### config.mk
export PLATFORM = sky130hd
export DESIGN_NAME = return_stack_reset_flags
export DESIGN_NICKNAME = d
export VERILOG_FILES = /design/src/rstack_pkg.sv /design/src/stack_ram.sv /design/src/return_stack_reset_flags.sv
export SDC_FILE = /design/constraint.sdc
export NUM_CORES = 1
export LEC_CHECK = 0
export BUFFER_PORTS_ARGS = -buffer_cell sky130_fd_sc_hd__buf_2
export CAP_MARGIN = 40
export CORE_MARGIN = 5
export CORE_UTILIZATION = 50
export DETAILED_ROUTE_END_ITERATION = 8
export GPL_ROUTABILITY_DRIVEN = 0
export PLACE_DENSITY = 0.67
export SLEW_MARGIN = 20
export SYNTH_ARGS = -nofsm -noshare
export SYNTH_HDL_FRONTEND = slang
export SYNTH_SLANG_ARGS = --single-unit
### constraint.sdc
create_clock -name i_mclk -period 5.3 [get_ports i_mclk]
set_input_delay 1.06 -clock i_mclk [delete_from_list [all_inputs] [get_ports i_mclk]]
set_output_delay 1.06 -clock i_mclk [all_outputs]
set_load 0.005 [all_outputs]
### src/rstack_pkg.sv
// package: constants, types and register map of the return stack and reset-cause block
// assumes: core clock 50 MHz, one clock domain
package rstack_pkg;
   localparam int PC_W = 21;
   localparam int PTR_W = 5;
   localparam int DEPTH = 31;
   localparam logic [PTR_W-1:0] PTR_LAST = 5'h1f;
   localparam logic [PTR_W-1:0] PTR_ZERO = 5'h00;
   localparam logic [PC_W-1:0] PC_RESET = 21'h000000;
   localparam logic [PC_W-1:0] PC_STEP = 21'h000002;
   localparam logic [PC_W-1:0] VEC_HIGH = 21'h000008;
   localparam logic [PC_W-1:0] VEC_LOW = 21'h000018;
   // register addresses on the plain register port
   localparam logic [2:0] ADDR_RETURN_STACK_POINTER = 3'h0;
   localparam logic [2:0] ADDR_TOP_LOW = 3'h1;
   localparam logic [2:0] ADDR_TOP_HIGH = 3'h2;
   localparam logic [2:0] ADDR_TOP_UPPER = 3'h3;
   localparam logic [2:0] ADDR_RESET_CONTROL_STATUS = 3'h4;
   // stack pointer register fields
   localparam int SP_FULL_BIT = 7;
   localparam int SP_UNF_BIT = 6;
   // reset control/status fields
   localparam int RC_INTERRUPT_PRIORITY_ENABLE_BIT = 7;
   localparam int RC_SBOR_BIT = 6;
   localparam int RC_RI_BIT = 4;
   localparam int RC_TO_BIT = 3;
   localparam int RC_PD_BIT = 2;
   localparam int RC_POR_BIT = 1;
   localparam int RC_BOR_BIT = 0;
   localparam logic [1:0] BOR_SOFT_MODE = 2'h1;
   localparam logic [7:0] BYTE_ZERO = 8'h00;

   typedef struct packed {
      logic [7:0] status;
      logic [7:0] work;
      logic [7:0] bank;
   } core_ctx_t;

   typedef struct packed {
      logic push;
      logic pop;
      logic call_fast;
      logic ret_fast;
      logic irq_vector;
      logic return_from_interrupt_fast;
   } stack_op_t;

   // reset / wake-up event codes
   typedef enum logic [3:0] {
      EV_NONE = 4'h0,
      EV_POR = 4'h1,
      EV_RESET_INSTR = 4'h2,
      EV_BROWNOUT = 4'h3,
      EV_EXTERNAL_MASTER_CLEAR_RUN = 4'h4,
      EV_EXTERNAL_MASTER_CLEAR_SLEEP = 4'h5,
      EV_WDT_RUN = 4'h6,
      EV_EXTERNAL_MASTER_CLEAR_FULL = 4'h7,
      EV_WDT_WAKE = 4'h8,
      EV_IRQ_WAKE = 4'h9
   } reset_event_t;

   typedef enum logic [1:0] {
      ST_RUN = 2'b00,
      ST_FAULT = 2'b01,
      ST_HOLD = 2'b11
   } fault_state_t;
endpackage

### src/stack_ram.sv
// return address storage: 31 entries, one write port, one async read port
// assumes: index 0 is never written, entries 1..31 hold data
`timescale 1ns/100ps
module stack_ram (
   input wire logic i_mclk,
   input wire logic i_we,
   input wire logic [rstack_pkg::PTR_W-1:0] i_waddr,
   input wire logic [rstack_pkg::PC_W-1:0] i_wdata,
   input wire logic [rstack_pkg::PTR_W-1:0] i_raddr,
   output logic [rstack_pkg::PC_W-1:0] o_rdata
);
   logic [rstack_pkg::PC_W-1:0] mem [1:rstack_pkg::DEPTH];

   // contents are not reset: unknown after power-on, kept through other resets
   always_ff @(posedge i_mclk) begin
      if (i_we && i_waddr != rstack_pkg::PTR_ZERO) begin
         mem[i_waddr] <= i_wdata;
      end
   end

   always_comb begin
      if (i_raddr == rstack_pkg::PTR_ZERO) begin
         o_rdata = rstack_pkg::PC_RESET;
      end else begin
         o_rdata = mem[i_raddr];
      end
   end
endmodule

### src/return_stack_reset_flags.sv
// return address stack, fast context shadow and reset-cause flags of an 8-bit core
// assumes: core sequencer drives one-cycle op strobes and reset events, registers on a plain port
//
// Chosen here: the address-and-strobe port and the placing of the registers.
`timescale 1ns/100ps

module return_stack_reset_flags (
   input wire logic i_mclk,
   input wire logic i_rst_n,
   input wire logic [2:0] i_addr,
   input wire logic [7:0] i_wdata,
   input wire logic i_wr,
   input wire logic i_rd,
   output logic [7:0] o_rdata,
   input wire rstack_pkg::stack_op_t i_op,
   input wire logic [rstack_pkg::PC_W-1:0] i_pc,
   input wire rstack_pkg::core_ctx_t i_ctx,
   input wire rstack_pkg::reset_event_t i_event,
   input wire logic i_stack_fault_reset_enable,
   input wire logic [1:0] i_brownout_mode_config,
   input wire logic i_high_irq_global_enable,
   input wire logic i_low_irq_global_enable,
   input wire logic i_irq_high_pending,
   output logic [rstack_pkg::PC_W-1:0] o_top_of_stack,
   output logic [rstack_pkg::PC_W-1:0] o_pc_load,
   output logic o_pc_load_valid,
   output rstack_pkg::core_ctx_t o_ctx_restore,
   output logic o_ctx_restore_valid,
   output logic o_device_reset
);
   // ----------------------------------------------------------------
   // state
   // ----------------------------------------------------------------
   logic [rstack_pkg::PTR_W-1:0] ptr_reg;
   logic full_reg;
   logic unf_reg;
   rstack_pkg::core_ctx_t shadow_reg;
   logic interrupt_priority_enable_reg;
   logic software_brownout_enable_reg;
   logic ri_reg;
   logic to_reg;
   logic pd_reg;
   logic por_reg;
   logic bor_reg;
   rstack_pkg::fault_state_t fault_reg;
   rstack_pkg::fault_state_t fault_next;
   logic [rstack_pkg::PC_W-1:0] top_rd;
   logic [rstack_pkg::PC_W-1:0] top_wdata;
   logic top_we;
   logic [rstack_pkg::PTR_W-1:0] top_waddr;
   logic do_push;
   logic do_pop;
   logic push_full;
   logic pop_empty;
   logic fault_hit;
   logic is_por;
   logic is_reset;
   logic wr_sp;

   function automatic logic [rstack_pkg::PC_W-1:0] put_byte(input logic [rstack_pkg::PC_W-1:0] val,
                                                           input logic [1:0] lane,
                                                           input logic [7:0] b);
      logic [23:0] wide;
      wide = {3'h0, val};
      wide[lane*8 +: 8] = b;
      return wide[rstack_pkg::PC_W-1:0];
   endfunction

   function automatic logic [7:0] get_byte(input logic [rstack_pkg::PC_W-1:0] val, input logic [1:0] lane);
      logic [23:0] wide;
      wide = {3'h0, val};
      return wide[lane*8 +: 8];
   endfunction

   assign is_por = (i_event == rstack_pkg::EV_POR);
   assign is_reset = (i_event != rstack_pkg::EV_NONE) && (i_event != rstack_pkg::EV_WDT_WAKE)
      && (i_event != rstack_pkg::EV_IRQ_WAKE);
   assign do_push = (i_op.push || i_op.call_fast || i_op.irq_vector) && !is_reset;
   assign do_pop = (i_op.pop || i_op.ret_fast || i_op.return_from_interrupt_fast) && !is_reset && !do_push;
   assign push_full = do_push && (ptr_reg == rstack_pkg::PTR_LAST);
   assign pop_empty = do_pop && (ptr_reg == rstack_pkg::PTR_ZERO);
   assign wr_sp = i_wr && (i_addr == rstack_pkg::ADDR_RETURN_STACK_POINTER);

   // ----------------------------------------------------------------
   // stack storage
   // ----------------------------------------------------------------
   always_comb begin
      top_we = 1'b0;
      top_waddr = ptr_reg;
      top_wdata = top_rd;
      if (do_push && !push_full) begin
         top_we = 1'b1;
         top_waddr = ptr_reg + 5'h01;
         top_wdata = i_pc;
      end else if (i_wr && !is_reset) begin
         unique case (i_addr)
            rstack_pkg::ADDR_TOP_LOW: begin
               top_we = 1'b1;
               top_wdata = put_byte(top_rd, 2'h0, i_wdata);
            end
            rstack_pkg::ADDR_TOP_HIGH: begin
               top_we = 1'b1;
               top_wdata = put_byte(top_rd, 2'h1, i_wdata);
            end
            rstack_pkg::ADDR_TOP_UPPER: begin
               top_we = 1'b1;
               top_wdata = put_byte(top_rd, 2'h2, i_wdata);
            end
            default: begin
               top_we = 1'b0;
            end
         endcase
      end
   end

   stack_ram u_ram (
      .i_mclk(i_mclk),
      .i_we(top_we),
      .i_waddr(top_waddr),
      .i_wdata(top_wdata),
      .i_raddr(ptr_reg),
      .o_rdata(top_rd)
   );

   // ----------------------------------------------------------------
   // stack pointer and fault flags
   // ----------------------------------------------------------------
   always_ff @(posedge i_mclk or negedge i_rst_n) begin
      if (!i_rst_n) begin
         ptr_reg <= rstack_pkg::PTR_ZERO;
      end else if (is_reset) begin
         ptr_reg <= rstack_pkg::PTR_ZERO;
      end else if (do_push && !push_full) begin
         ptr_reg <= ptr_reg + 5'h01;
      end else if (do_pop && !pop_empty) begin
         ptr_reg <= ptr_reg - 5'h01;
      end else if (wr_sp) begin
         ptr_reg <= i_wdata[rstack_pkg::PTR_W-1:0];
      end
   end

   // set wins over a software clear in the same cycle
   always_ff @(posedge i_mclk or negedge i_rst_n) begin
      if (!i_rst_n) begin
         full_reg <= 1'b0;
         unf_reg <= 1'b0;
      end else if (is_por) begin
         full_reg <= 1'b0;
         unf_reg <= 1'b0;
      end else begin
         if (push_full || (do_push && ptr_reg == rstack_pkg::PTR_LAST - 5'h01)) begin
            full_reg <= 1'b1;
         end else if (wr_sp && !i_wdata[rstack_pkg::SP_FULL_BIT]) begin
            full_reg <= 1'b0;
         end
         if (pop_empty) begin
            unf_reg <= 1'b1;
         end else if (wr_sp && !i_wdata[rstack_pkg::SP_UNF_BIT]) begin
            unf_reg <= 1'b0;
         end
      end
   end

   assign fault_hit = push_full || (do_push && ptr_reg == rstack_pkg::PTR_LAST - 5'h01) || pop_empty;

   // flag is set in the fault cycle, reset pulse follows one cycle later
   always_comb begin
      fault_next = fault_reg;
      unique case (fault_reg)
         rstack_pkg::ST_RUN: begin
            if (fault_hit && i_stack_fault_reset_enable) begin
               fault_next = rstack_pkg::ST_FAULT;
            end
         end
         rstack_pkg::ST_FAULT: begin
            fault_next = rstack_pkg::ST_HOLD;
         end
         rstack_pkg::ST_HOLD: begin
            fault_next = rstack_pkg::ST_RUN;
         end
         default: begin
            fault_next = rstack_pkg::ST_RUN;
         end
      endcase
   end

   always_ff @(posedge i_mclk or negedge i_rst_n) begin
      if (!i_rst_n) begin
         fault_reg <= rstack_pkg::ST_RUN;
         o_device_reset <= 1'b0;
      end else begin
         fault_reg <= fault_next;
         o_device_reset <= (fault_reg == rstack_pkg::ST_FAULT);
      end
   end

   // ----------------------------------------------------------------
   // fast context shadow
   // ----------------------------------------------------------------
   // no reset: keeps value through every reset
   always_ff @(posedge i_mclk) begin
      if (i_op.irq_vector || i_op.call_fast) begin
         shadow_reg <= i_ctx;
      end
   end

   always_ff @(posedge i_mclk or negedge i_rst_n) begin
      if (!i_rst_n) begin
         o_ctx_restore <= '0;
         o_ctx_restore_valid <= 1'b0;
      end else begin
         o_ctx_restore <= shadow_reg;
         o_ctx_restore_valid <= (i_op.return_from_interrupt_fast || i_op.ret_fast) && !is_reset;
      end
   end

   // ----------------------------------------------------------------
   // program counter load on reset and wake-up
   // ----------------------------------------------------------------
   always_ff @(posedge i_mclk or negedge i_rst_n) begin
      if (!i_rst_n) begin
         o_pc_load <= rstack_pkg::PC_RESET;
         o_pc_load_valid <= 1'b0;
      end else begin
         o_pc_load_valid <= (i_event != rstack_pkg::EV_NONE) || do_pop;
         if (is_reset) begin
            o_pc_load <= rstack_pkg::PC_RESET;
         end else if (i_event == rstack_pkg::EV_IRQ_WAKE
            && (i_high_irq_global_enable || i_low_irq_global_enable)) begin
            o_pc_load <= i_irq_high_pending ? rstack_pkg::VEC_HIGH : rstack_pkg::VEC_LOW;
         end else if (i_event == rstack_pkg::EV_WDT_WAKE || i_event == rstack_pkg::EV_IRQ_WAKE) begin
            o_pc_load <= i_pc + rstack_pkg::PC_STEP;
         end else begin
            o_pc_load <= top_rd;
         end
      end
   end

   // ----------------------------------------------------------------
   // reset control / status flags
   // ----------------------------------------------------------------
   always_ff @(posedge i_mclk or negedge i_rst_n) begin
      if (!i_rst_n) begin
         interrupt_priority_enable_reg <= 1'b0;
         ri_reg <= 1'b1;
         to_reg <= 1'b1;
         pd_reg <= 1'b1;
         por_reg <= 1'b0;
         bor_reg <= 1'b0;
      end else begin
         if (i_wr && i_addr == rstack_pkg::ADDR_RESET_CONTROL_STATUS) begin
            interrupt_priority_enable_reg <= i_wdata[rstack_pkg::RC_INTERRUPT_PRIORITY_ENABLE_BIT];
            ri_reg <= i_wdata[rstack_pkg::RC_RI_BIT];
            por_reg <= i_wdata[rstack_pkg::RC_POR_BIT];
            bor_reg <= i_wdata[rstack_pkg::RC_BOR_BIT];
         end
         unique case (i_event)
            rstack_pkg::EV_POR: begin
               interrupt_priority_enable_reg <= 1'b0;
               ri_reg <= 1'b1;
               to_reg <= 1'b1;
               pd_reg <= 1'b1;
               por_reg <= 1'b0;
               bor_reg <= 1'b0;
            end
            rstack_pkg::EV_RESET_INSTR: ri_reg <= 1'b0;
            rstack_pkg::EV_BROWNOUT: begin
               ri_reg <= 1'b1;
               to_reg <= 1'b1;
               pd_reg <= 1'b1;
               bor_reg <= 1'b0;
            end
            rstack_pkg::EV_EXTERNAL_MASTER_CLEAR_RUN: to_reg <= 1'b1;
            rstack_pkg::EV_EXTERNAL_MASTER_CLEAR_SLEEP: begin
               to_reg <= 1'b1;
               pd_reg <= 1'b0;
            end
            rstack_pkg::EV_WDT_RUN: to_reg <= 1'b0;
            rstack_pkg::EV_WDT_WAKE: begin
               to_reg <= 1'b0;
               pd_reg <= 1'b0;
            end
            rstack_pkg::EV_IRQ_WAKE: pd_reg <= 1'b0;
            default: begin
            end
         endcase
      end
   end

   // software brownout enable: set from config by power-on events (0 on i_rst_n), kept by other resets only in BOR_SOFT_MODE
   always_ff @(posedge i_mclk or negedge i_rst_n) begin
      if (!i_rst_n) begin
         software_brownout_enable_reg <= 1'b0;
      end else if (is_por
         || (is_reset && i_brownout_mode_config != rstack_pkg::BOR_SOFT_MODE)) begin
         software_brownout_enable_reg <= (i_brownout_mode_config == rstack_pkg::BOR_SOFT_MODE);
      end else if (i_wr && i_addr == rstack_pkg::ADDR_RESET_CONTROL_STATUS) begin
         software_brownout_enable_reg <= i_wdata[rstack_pkg::RC_SBOR_BIT];
      end
   end

   // ----------------------------------------------------------------
   // read port and top of stack output
   // ----------------------------------------------------------------
   always_ff @(posedge i_mclk or negedge i_rst_n) begin
      if (!i_rst_n) begin
         o_rdata <= rstack_pkg::BYTE_ZERO;
         o_top_of_stack <= rstack_pkg::PC_RESET;
      end else begin
         o_top_of_stack <= top_rd;
         o_rdata <= rstack_pkg::BYTE_ZERO;
         if (i_rd) begin
            unique case (i_addr)
               rstack_pkg::ADDR_RETURN_STACK_POINTER: o_rdata <= {full_reg, unf_reg, 1'b0, ptr_reg};
               rstack_pkg::ADDR_TOP_LOW: o_rdata <= get_byte(top_rd, 2'h0);
               rstack_pkg::ADDR_TOP_HIGH: o_rdata <= get_byte(top_rd, 2'h1);
               rstack_pkg::ADDR_TOP_UPPER: o_rdata <= get_byte(top_rd, 2'h2);
               rstack_pkg::ADDR_RESET_CONTROL_STATUS: o_rdata <= {interrupt_priority_enable_reg, software_brownout_enable_reg, 1'b0, ri_reg, to_reg, pd_reg,
                  por_reg, bor_reg};
               default: o_rdata <= rstack_pkg::BYTE_ZERO;
            endcase
         end
      end
   end
endmodule

==> reports/metrics.cfg, run 1 <==
[yosys]
synth_nets = 1784
ys_seq_elements = 768
ys.flop_type = edfxtp_1
synth.area.top_cells = edfxtp_1 67%, dfrtp_1 7.4%, mux4_2 6.6%, mux2i_1 5.5%, a22oi_1 1.7%
avgSynthCellArea_um2 = 17.85
synth_top_family_by_area = multiplexers
syn_inst = 1702
synth_top_area_share_pct = 66.71
synth_area_mm2 = 0.03038
ys_seq_area_share_pct = 74.39
synth_fa_ha_area_share_pct = 0.2471
synth_compound_area_share_pct = 5.395
async_flop_share_pct = 12.11
synthXorXnorAreaFrac_pct = 0.6054
yosys.area_share.simple_pct = 4.765
yosys.area.top_type = edfxtp_1
synth_edf_count = 675
synthMuxAreaShare_pct = 12.78
yosys.cell_types.count = 65
yosysWarnings = 0

[route]
dr_total_vias = 16840
drt_iter0_markers = 1620
dr.pass1.iters = 5
wl_per_cell_um = 27.15
route.detailed.drc = 0
via_per_inst = 6.079
wl_um = 75210
ant_nets = 0

[clock_network]
htree_levels = 3
ctsResizeCount = 0
cts_hold_buf = 0
post_cts_buffers = 0
cts_buffers = 75
clk-insertion-delay-late_ns = 0.62
cts_tree = done
cts_sinks = 768
clock-root-buffer = clkbuf_16
clockBufferDepth = 3
clk_pin_slew_ns = 0.07

[sta]
setup_ws_ns = 1.125
rsz0062_at_grt = false
period_share_pct = 78.77
hold_violations = 0
worstMarginPinSlew_ns = 0.9067
whs_ns = 0.3414
timing.final.crit_period_ns = 4.175
skew_ns = 0.02177
maxSlewViolCount = 0
totalNegativeSetupSlack_ns = 0
max_slew_margin_pct = 38.70
setup_viol = 0
fmax_ghz = 0.2395

[grt]
antenna_found_initial = 1
grt_max_degree = 126
grt_pass1_vias = 16900
grt_overflow = 0
grt_pass1_wl_um = 111600
grt_usage_pct = 22.57

[die]
dieArea_mm2 = 0.06579
die_h_um = 256.5
die_w_um = 256.5
core-area_mm2 = 0.06025
core.rowCount = 90
ios = 153
start_util_pct = 50.43

[finish]
num-nets-final = 2008
regArea_mm2 = 0.02261
fillers = 4380
multi_input_area_mm2 = 0.007411
drive_above_1_share_pct = 25.80
largest_register_ffs = 651
antennaDiodeCount = 0
area_delta_synth_final_pct = 15.42
final_cells = 2770

[worst_hold_path]
hp-class = primary input to async pin

[pwr]
report.power.total_uw = 12580
max-vdd-ir-drop_v = 0.0002576
power.density_mw_per_mm2 = 358.8
p_leak_uw = 0.01185

[placement]
dp_slack_ns = 1.209
dp.cells = 2629
dp_hpwl_um = 46750
port_buffers = 152

[run]
max_cap_violations = 0

[worst_setup_path]
reg2regPathDepth = 9
arrival_ns = 4.58
cp-end-kind = flop
criticalPathCategory = flop to flop
crit_fanout = 30
regToRegSetupSlack_ns = 1.12
critPathLaunchType = flop
crit_required_ns = 5.71
cp-startpoint = ptr_reg[0]
r2r_start = ptr_reg[0]
rr_endpoint = u_ram.mem[14][3]

[run_status]
status = completed

## how the worst max path moves through the flow
stage / to / slack, ns
final: u_ram.mem[14][3] / 1.12
after global routing: u_ram.mem[11][5] / 0.95
after CTS: u_ram.mem[27][13] / 1.19
after detailed placement: u_ram.mem[9][2] / 1.21
after global placement: u_ram.mem[13][18] / 1.20
after floorplan: u_ram.mem[20][0] / 1.47
## cell usage in the layout (no fill, tap or decap), types with 12 or more instances in the layout
| cell | Yosys | routed |
|---|---|---|
| buf_2 | 30 | 151 |
| mux2i_1 | 167 | 167 |
| xnor2_1 | 12 | 12 |
| nand4_1 | 12 | 12 |
| dfrtp_1 | 90 | 87 |
| nor2_2 | 1 | 32 |
| a211oi_1 | 41 | 41 |
| clkinv_1 | 0 | 14 |
| mux4_2 | 89 | 89 |
| nand3_1 | 49 | 49 |
| nor2_1 | 119 | 87 |
| clkbuf_16 | 0 | 79 |
| clkbuf_1 | 33 | 17 |
| a22oi_1 | 67 | 67 |
| o21ai_0 | 18 | 18 |
| nand2_1 | 57 | 57 |
| buf_4 | 9 | 71 |
| a21oi_1 | 68 | 49 |
| edfxtp_1 | 675 | 675 |
| a21oi_2 | 0 | 19 |
## stage by stage
stage	utilization, %	cell area [um^2]
floorplan	-	30380
global placement	53.86	32450
detailed placement	54.04	32560
CTS	58.15	35030
global route	58.21	35070
finish	58.21	35070
## cells in the mapped netlist, types with 11 or more instances
cell type  count
clkbuf_1      33
o22ai_1       11
dfrtp_1       90
nand3_1       49
a21oi_1       68
nor3_1        11
o21ai_0       18
mux2i_1      167
nand2_1       57
nor2_1       119
edfxtp_1     675
a22oi_1       67
buf_2         30
xnor2_1       12
a211oi_1      41
mux4_2        89
nand4_1       12
## final cells by class
type | instances | area share (%)
clock buffers | 99 | 5.937
clock inverters | 40 | 1.120
inverters | 9 | 0.09633
multi-input cells | 836 | 21.13
flip-flops and latches | 768 | 64.47
well taps | 782 | 2.790
repair buffers | 236 | 4.453
## cell families (layout without fill, tap and decap cells)
family	Yosys count	after routing
compound gates	244	244
xor+xnor	21	21
fa+ha+maj	6	6
buf+inv	98	384
flops	768	768
mux	265	265
simple gates	300	300
## routing by layer
metal / up-vias / track usage (%) / wire length (um)
li1: 7241 / - / -
met1: 8570 / 32.29 / 31220
met2: 861 / 34.72 / 34480
met3: 166 / 4.654 / 6565
met4: 0 / 8.709 / 2939
met5: - / 0 / 0
## power breakdown
part | internal, uW | switching (uW)
Combinational | 161 | 351
Sequential | 6700 | 28.6
Clock | 3120 | 2220
Total | 9980 | 2600
## critical path: stages, from the launching register on
cell	delay [ns]
dfrtp_4	0.78
inv_2	0.21
ha_1	0.28
or4_1	0.74
a211oi_1	0.28
a21oi_1	0.16
nand4_1	0.51
mux2i_1	0.18
a21oi_2	0.42
buf_4	0.37
Note: power is estimated with default switching activity, not from simulation.
==> run 2, diff against run 1 <==
--- a/config.mk
+++ b/config.mk
@@ -11,7 +11,7 @@
 export CORE_UTILIZATION = 50
 export DETAILED_ROUTE_END_ITERATION = 8
 export GPL_ROUTABILITY_DRIVEN = 0
-export PLACE_DENSITY = 0.67
+export PLACE_DENSITY = 0.7
 export SLEW_MARGIN = 20
 export SYNTH_ARGS = -nofsm -noshare
 export SYNTH_HDL_FRONTEND = slang
==> constraint.sdc (replaced) <==
create_clock -name i_mclk -period 3.42 [get_ports i_mclk]
set_input_delay 0.684 -clock i_mclk [delete_from_list [all_inputs] [get_ports i_mclk]]
set_output_delay 0.684 -clock i_mclk [all_outputs]
set_load 0.005 [all_outputs]
==> reports/metrics.cfg, run 2 (synthesis gave the netlist of run 1 again) <==
[run_status]
status = completed

[worst_setup_path]
cp-end-kind = flop
critPathSlowestCell = dfrtp_4
crit_required_ns = 3.71
path_cells = ha_1 -> and3_1 -> ha_1 -> inv_1 -> nand4_1 -> buf_4 -> o31a_1 -> o22ai_1 -> nand2_1 -> nor2_2 -> buf_4
r2r_start = ptr_reg[0]
path_buf_inv = 3
reg2regPathDepth = 11
regToRegSetupSlack_ns = 0.13
arrival_ns = 3.58
worst_path_dominant_cell_family = simple AND/OR/NAND/NOR gates
max_stage_delay_ns = 0.54
critPathLaunchType = flop
crit_fanout = 14
rr_endpoint = u_ram.mem[28][4]
criticalPathCategory = flop to flop

[grt]
grt_usage_pct = 22.22
grt_max_degree = 58
grt_pass1_wl_um = 110600
grt_overflow = 0
antenna_found_initial = 1
grt_pass1_vias = 17210

[route]
dr.pass1.iters = 5
via_per_inst = 5.979
wl_um = 74350
ant_nets = 0
route.detailed.drc = 0
dr_total_vias = 17050
drt_iter0_markers = 2016
wl_per_cell_um = 26.07

[finish]
fin_area_mm2 = 0.03613
multi_input_area_mm2 = 0.007510
area_delta_synth_final_pct = 18.93
largest_register_ffs = 651
fillers = 4301
final_cell_mix = 675 x edfxtp_1, 167 x mux2i_1, 152 x buf_2, 119 x buf_4, 89 x mux4_2
mostFrequentLayoutCell = edfxtp_1
regArea_mm2 = 0.02261
drive_above_1_share_pct = 29.10
fin_util_pct = 59.98
num-nets-final = 2090

[clock_network]
cts_buffers = 75
cts_tree = done
cts_hold_buf = 0
cts_sinks = 768
clockBufferDepth = 3
clk-insertion-delay-late_ns = 0.62
htree_levels = 3
clk_pin_slew_ns = 0.07
clock-root-buffer = clkbuf_16

[run]
max_cap_violations = 0

[sta]
totalNegativeSetupSlack_ns = 0
rsz0062_at_grt = false
setup_ws_ns = 0.1302
hold_violations = 0
fmax_ghz = 0.3040
max_slew_margin_pct = 40.97
timing.final.crit_period_ns = 3.290
skew_ns = 0.03171
period_share_pct = 96.19
setup_viol = 0
maxSlewViolCount = 0
worstMarginPinSlew_ns = 0.8854

[placement]
port_buffers = 152
place_area_mm2 = 0.03361
dp_slack_ns = 0.1829
dp_hpwl_um = 48410

[die]
core-area_mm2 = 0.06025
start_util_pct = 50.43
core.rowCount = 90
ios = 153
die_w_um = 256.5
dieArea_mm2 = 0.06579
die_h_um = 256.5

[pwr]
max-vdd-ir-drop_v = 0.0002883
power.density_mw_per_mm2 = 541.5
p_leak_uw = 0.01235
report.power.total_uw = 19570

[worst_hold_path]
hp-class = primary input to async pin

[run 2: cell count changes in the layout (fill, tap and decap cells not counted), sizes merged]
cell and delta:
buf +82, bufinv +1, clkinv -1, diode +1, clkbuf -1
[run 2: final cells by class]
class	count	share of cell area, %
Clock inverter	40	1.267
Antenna cell	1	0.006925
Tap cell	782	2.708
Multi-Input combinational cell	836	20.78
Sequential cell	768	62.57
Inverter	9	0.09349
Clock buffer	98	5.602
Timing Repair Buffer	318	6.974
[run 2: how the worst max path moves through the flow]
| stage | from | end | slack [ns] | cells past startpoint |
|---|---|---|---|---|
| finish | ptr_reg[0] | u_ram.mem[28][4] | 0.13 | 11 |
| global route | ptr_reg[0] | u_ram.mem[28][9] | 0.01 | 11 |
| CTS | ptr_reg[1] | u_ram.mem[7][10] | 0.1 | 9 |
| detailed placement | ptr_reg[0] | u_ram.mem[13][5] | 0.18 | 6 |
| global placement | ptr_reg[0] | u_ram.mem[21][13] | 0.14 | 7 |
| floorplan | ptr_reg[3] | u_ram.mem[1][0] | -0.25 | 11 |
[run 2: where the power goes]
| group | leakage [uW] | internal (uW) | switching (uW) |
|---|---|---|---|
| Sequential | 0.00740 | 10400 | 37.4 |
| Combinational | 0.00373 | 297 | 551 |
| Clock | 0.00122 | 4830 | 3470 |
[run 2: what timing repair did]
action                                  CTS  global route
setup buffers                             0             2
gates resized for setup                   0             2
endpoints found under the setup margin    0            58
[run 2: metal layers]
metal	up-vias	GRT usage [%]	wire, um
met5	-	0	10
met4	2	6.725	1981
met3	136	4.634	6005
met2	808	35.73	35480
met1	8684	31.19	30860
li1	7422	-	-
[run 2: per-stage QoR]
stage	instances	hold WS, ns
6_report	2852	0.1311
2_1_floorplan	1702	0.3306
3_5_place_dp	2710	0.3352
5_1_grt	2851	0.1858
4_1_cts	2848	0.1163
3_3_place_gp	2698	0.3318
==> run 3, diff against run 2 <==
--- a/config.mk
+++ b/config.mk
@@ -11,7 +11,7 @@
 export CORE_UTILIZATION = 50
 export DETAILED_ROUTE_END_ITERATION = 8
 export GPL_ROUTABILITY_DRIVEN = 0
-export PLACE_DENSITY = 0.7
+export PLACE_DENSITY = 0.67
 export SLEW_MARGIN = 20
 export SYNTH_ARGS = -nofsm -noshare
 export SYNTH_HDL_FRONTEND = slang
==> reports/metrics.cfg, run 3 (synthesis gave the netlist of run 1 again) <==
[run_status]
status = completed

[clock_network]
clk-insertion-delay-late_ns = 0.63
cts_buffers = 75
htree_levels = 3
clk_pin_slew_ns = 0.07
clockBufferDepth = 3
clock-root-buffer = clkbuf_16
cts_tree = done
cts_sinks = 768

[die]
dieArea_mm2 = 0.06579
core-area_mm2 = 0.06025
die_h_um = 256.5
ios = 153
start_util_pct = 50.43
core.rowCount = 90
die_w_um = 256.5

[grt]
grt_max_degree = 63
grt_pass1_wl_um = 111600
antenna_found_initial = 0
grt_pass1_vias = 17190
grt_overflow = 0
grt_usage_pct = 22.36

[finish]
num-nets-final = 2080
fin_util_pct = 59.84
mostFrequentLayoutCell = edfxtp_1
final_cell_mix = 675 x edfxtp_1, 167 x mux2i_1, 152 x buf_2, 112 x buf_4, 89 x mux4_2
multi_input_area_mm2 = 0.007503
regArea_mm2 = 0.02261
antennaDiodeCount = 0
fillers = 4291
largest_register_ffs = 651
area_delta_synth_final_pct = 18.66
drive_above_1_share_pct = 28.78

[sta]
rsz0062_at_grt = false
timing.final.crit_period_ns = 3.172
skew_ns = 0.02528
setup_viol = 0
max_slew_margin_pct = 50.17
period_share_pct = 92.75
setup_ws_ns = 0.2480
fmax_ghz = 0.3153
worstMarginPinSlew_ns = 0.7418
hold_violations = 0
maxSlewViolCount = 0
whs_ns = 0.1181

[pwr]
report.power.total_uw = 19480
power.density_mw_per_mm2 = 540.3
p_leak_uw = 0.01229
max-vdd-ir-drop_v = 0.0003301

[route]
drt_iter0_markers = 1660
wl_per_cell_um = 26.02
ant_nets = 0
via_per_inst = 5.963
dr_total_vias = 16930
dr.pass1.iters = 6
wl_um = 73870
route.detailed.drc = 0

[placement]
port_buffers = 152
dp_hpwl_um = 47920
dp_slack_ns = 0.1469

[worst_setup_path]
cp-end-kind = flop
crit_fanout = 56
crit_required_ns = 3.75
critPathLaunchType = flop
regToRegSetupSlack_ns = 0.25
criticalPathCategory = flop to flop
arrival_ns = 3.50

[run]
max_cap_violations = 0

[worst_hold_path]
hp-class = primary input to async pin

-- run 3: changes by cell type in the layout (fill, tap and decap cells not counted), sizes merged --
cell,before,now
bufinv,8,6
buf,318,308
clkinv,24,25
clkbuf,98,101
inv,16,12
diode,1,0
-- run 3: power by group --
| part | switching, uW | internal, uW |
|---|---|---|
| Sequential | 37.4 | 10400 |
| Clock | 3440 | 4790 |
| Combinational | 545 | 284 |
| Total | 4020 | 15500 |
-- run 3: through the flow --
stage,setup TNS [ns],std cells,cell area (um^2)
finish,0,2839,36050
global route,0,2839,36050
CTS,0,2837,36010
detailed placement,0,2701,33530
global placement,0,2695,33470
floorplan,-52.01,1702,30590
-- run 3: final timing paths --
check,to,cells after the start,startpoint
setup / recovery,u_ram.mem[28][4],7,ptr_reg[0]
hold / removal,o_ctx_restore[21],1,i_rst_n
setup reg to reg,u_ram.mem[28][4],7,ptr_reg[0]
hold reg to reg,o_ctx_restore[20],0,shadow_reg[20]
max in group asynchronous,o_pc_load[1],2,i_rst_n
min in group i_mclk,shadow_reg[23],1,i_ctx[23]
-- run 3: layout make-up --
type | instances | area share (%)
timing repair buffer | 308 | 6.795
sequential | 768 | 62.71
multi-input combinational | 836 | 20.81
clock inverter | 35 | 1.062
inverter | 9 | 0.09370
tap | 782 | 2.714
clock buffer | 101 | 5.813
-- run 3: what timing repair did --
action / 4_1_cts / 5_1_grt
hold buffers: 0 / 0
resized for setup: 0 / 3
buffers inserted: 0 / 1
endpoints found under the setup margin: 0 / 91
-- run 3: critical path, stage by stage (launching register included) --
cell	delay, ns
dfrtp_4	0.49
buf_16	0.34
mux4_2	0.56
a22oi_1	0.41
nand4_2	0.37
mux2i_1	0.28
a21oi_2	0.07
buf_4	0.23
-- run 3: routing by layer --
metal | vias up | share of wire [%] | track usage (%) | wire (um)
met5 | - | 0 | 0 | 0
li1 | 7389 | - | - | -
met3 | 128 | 8.1 | 4.909 | 6009
met1 | 8639 | 43 | 32.44 | 31520
met4 | 0 | 2.5 | 6.636 | 1846
met2 | 774 | 47 | 34.68 | 34500
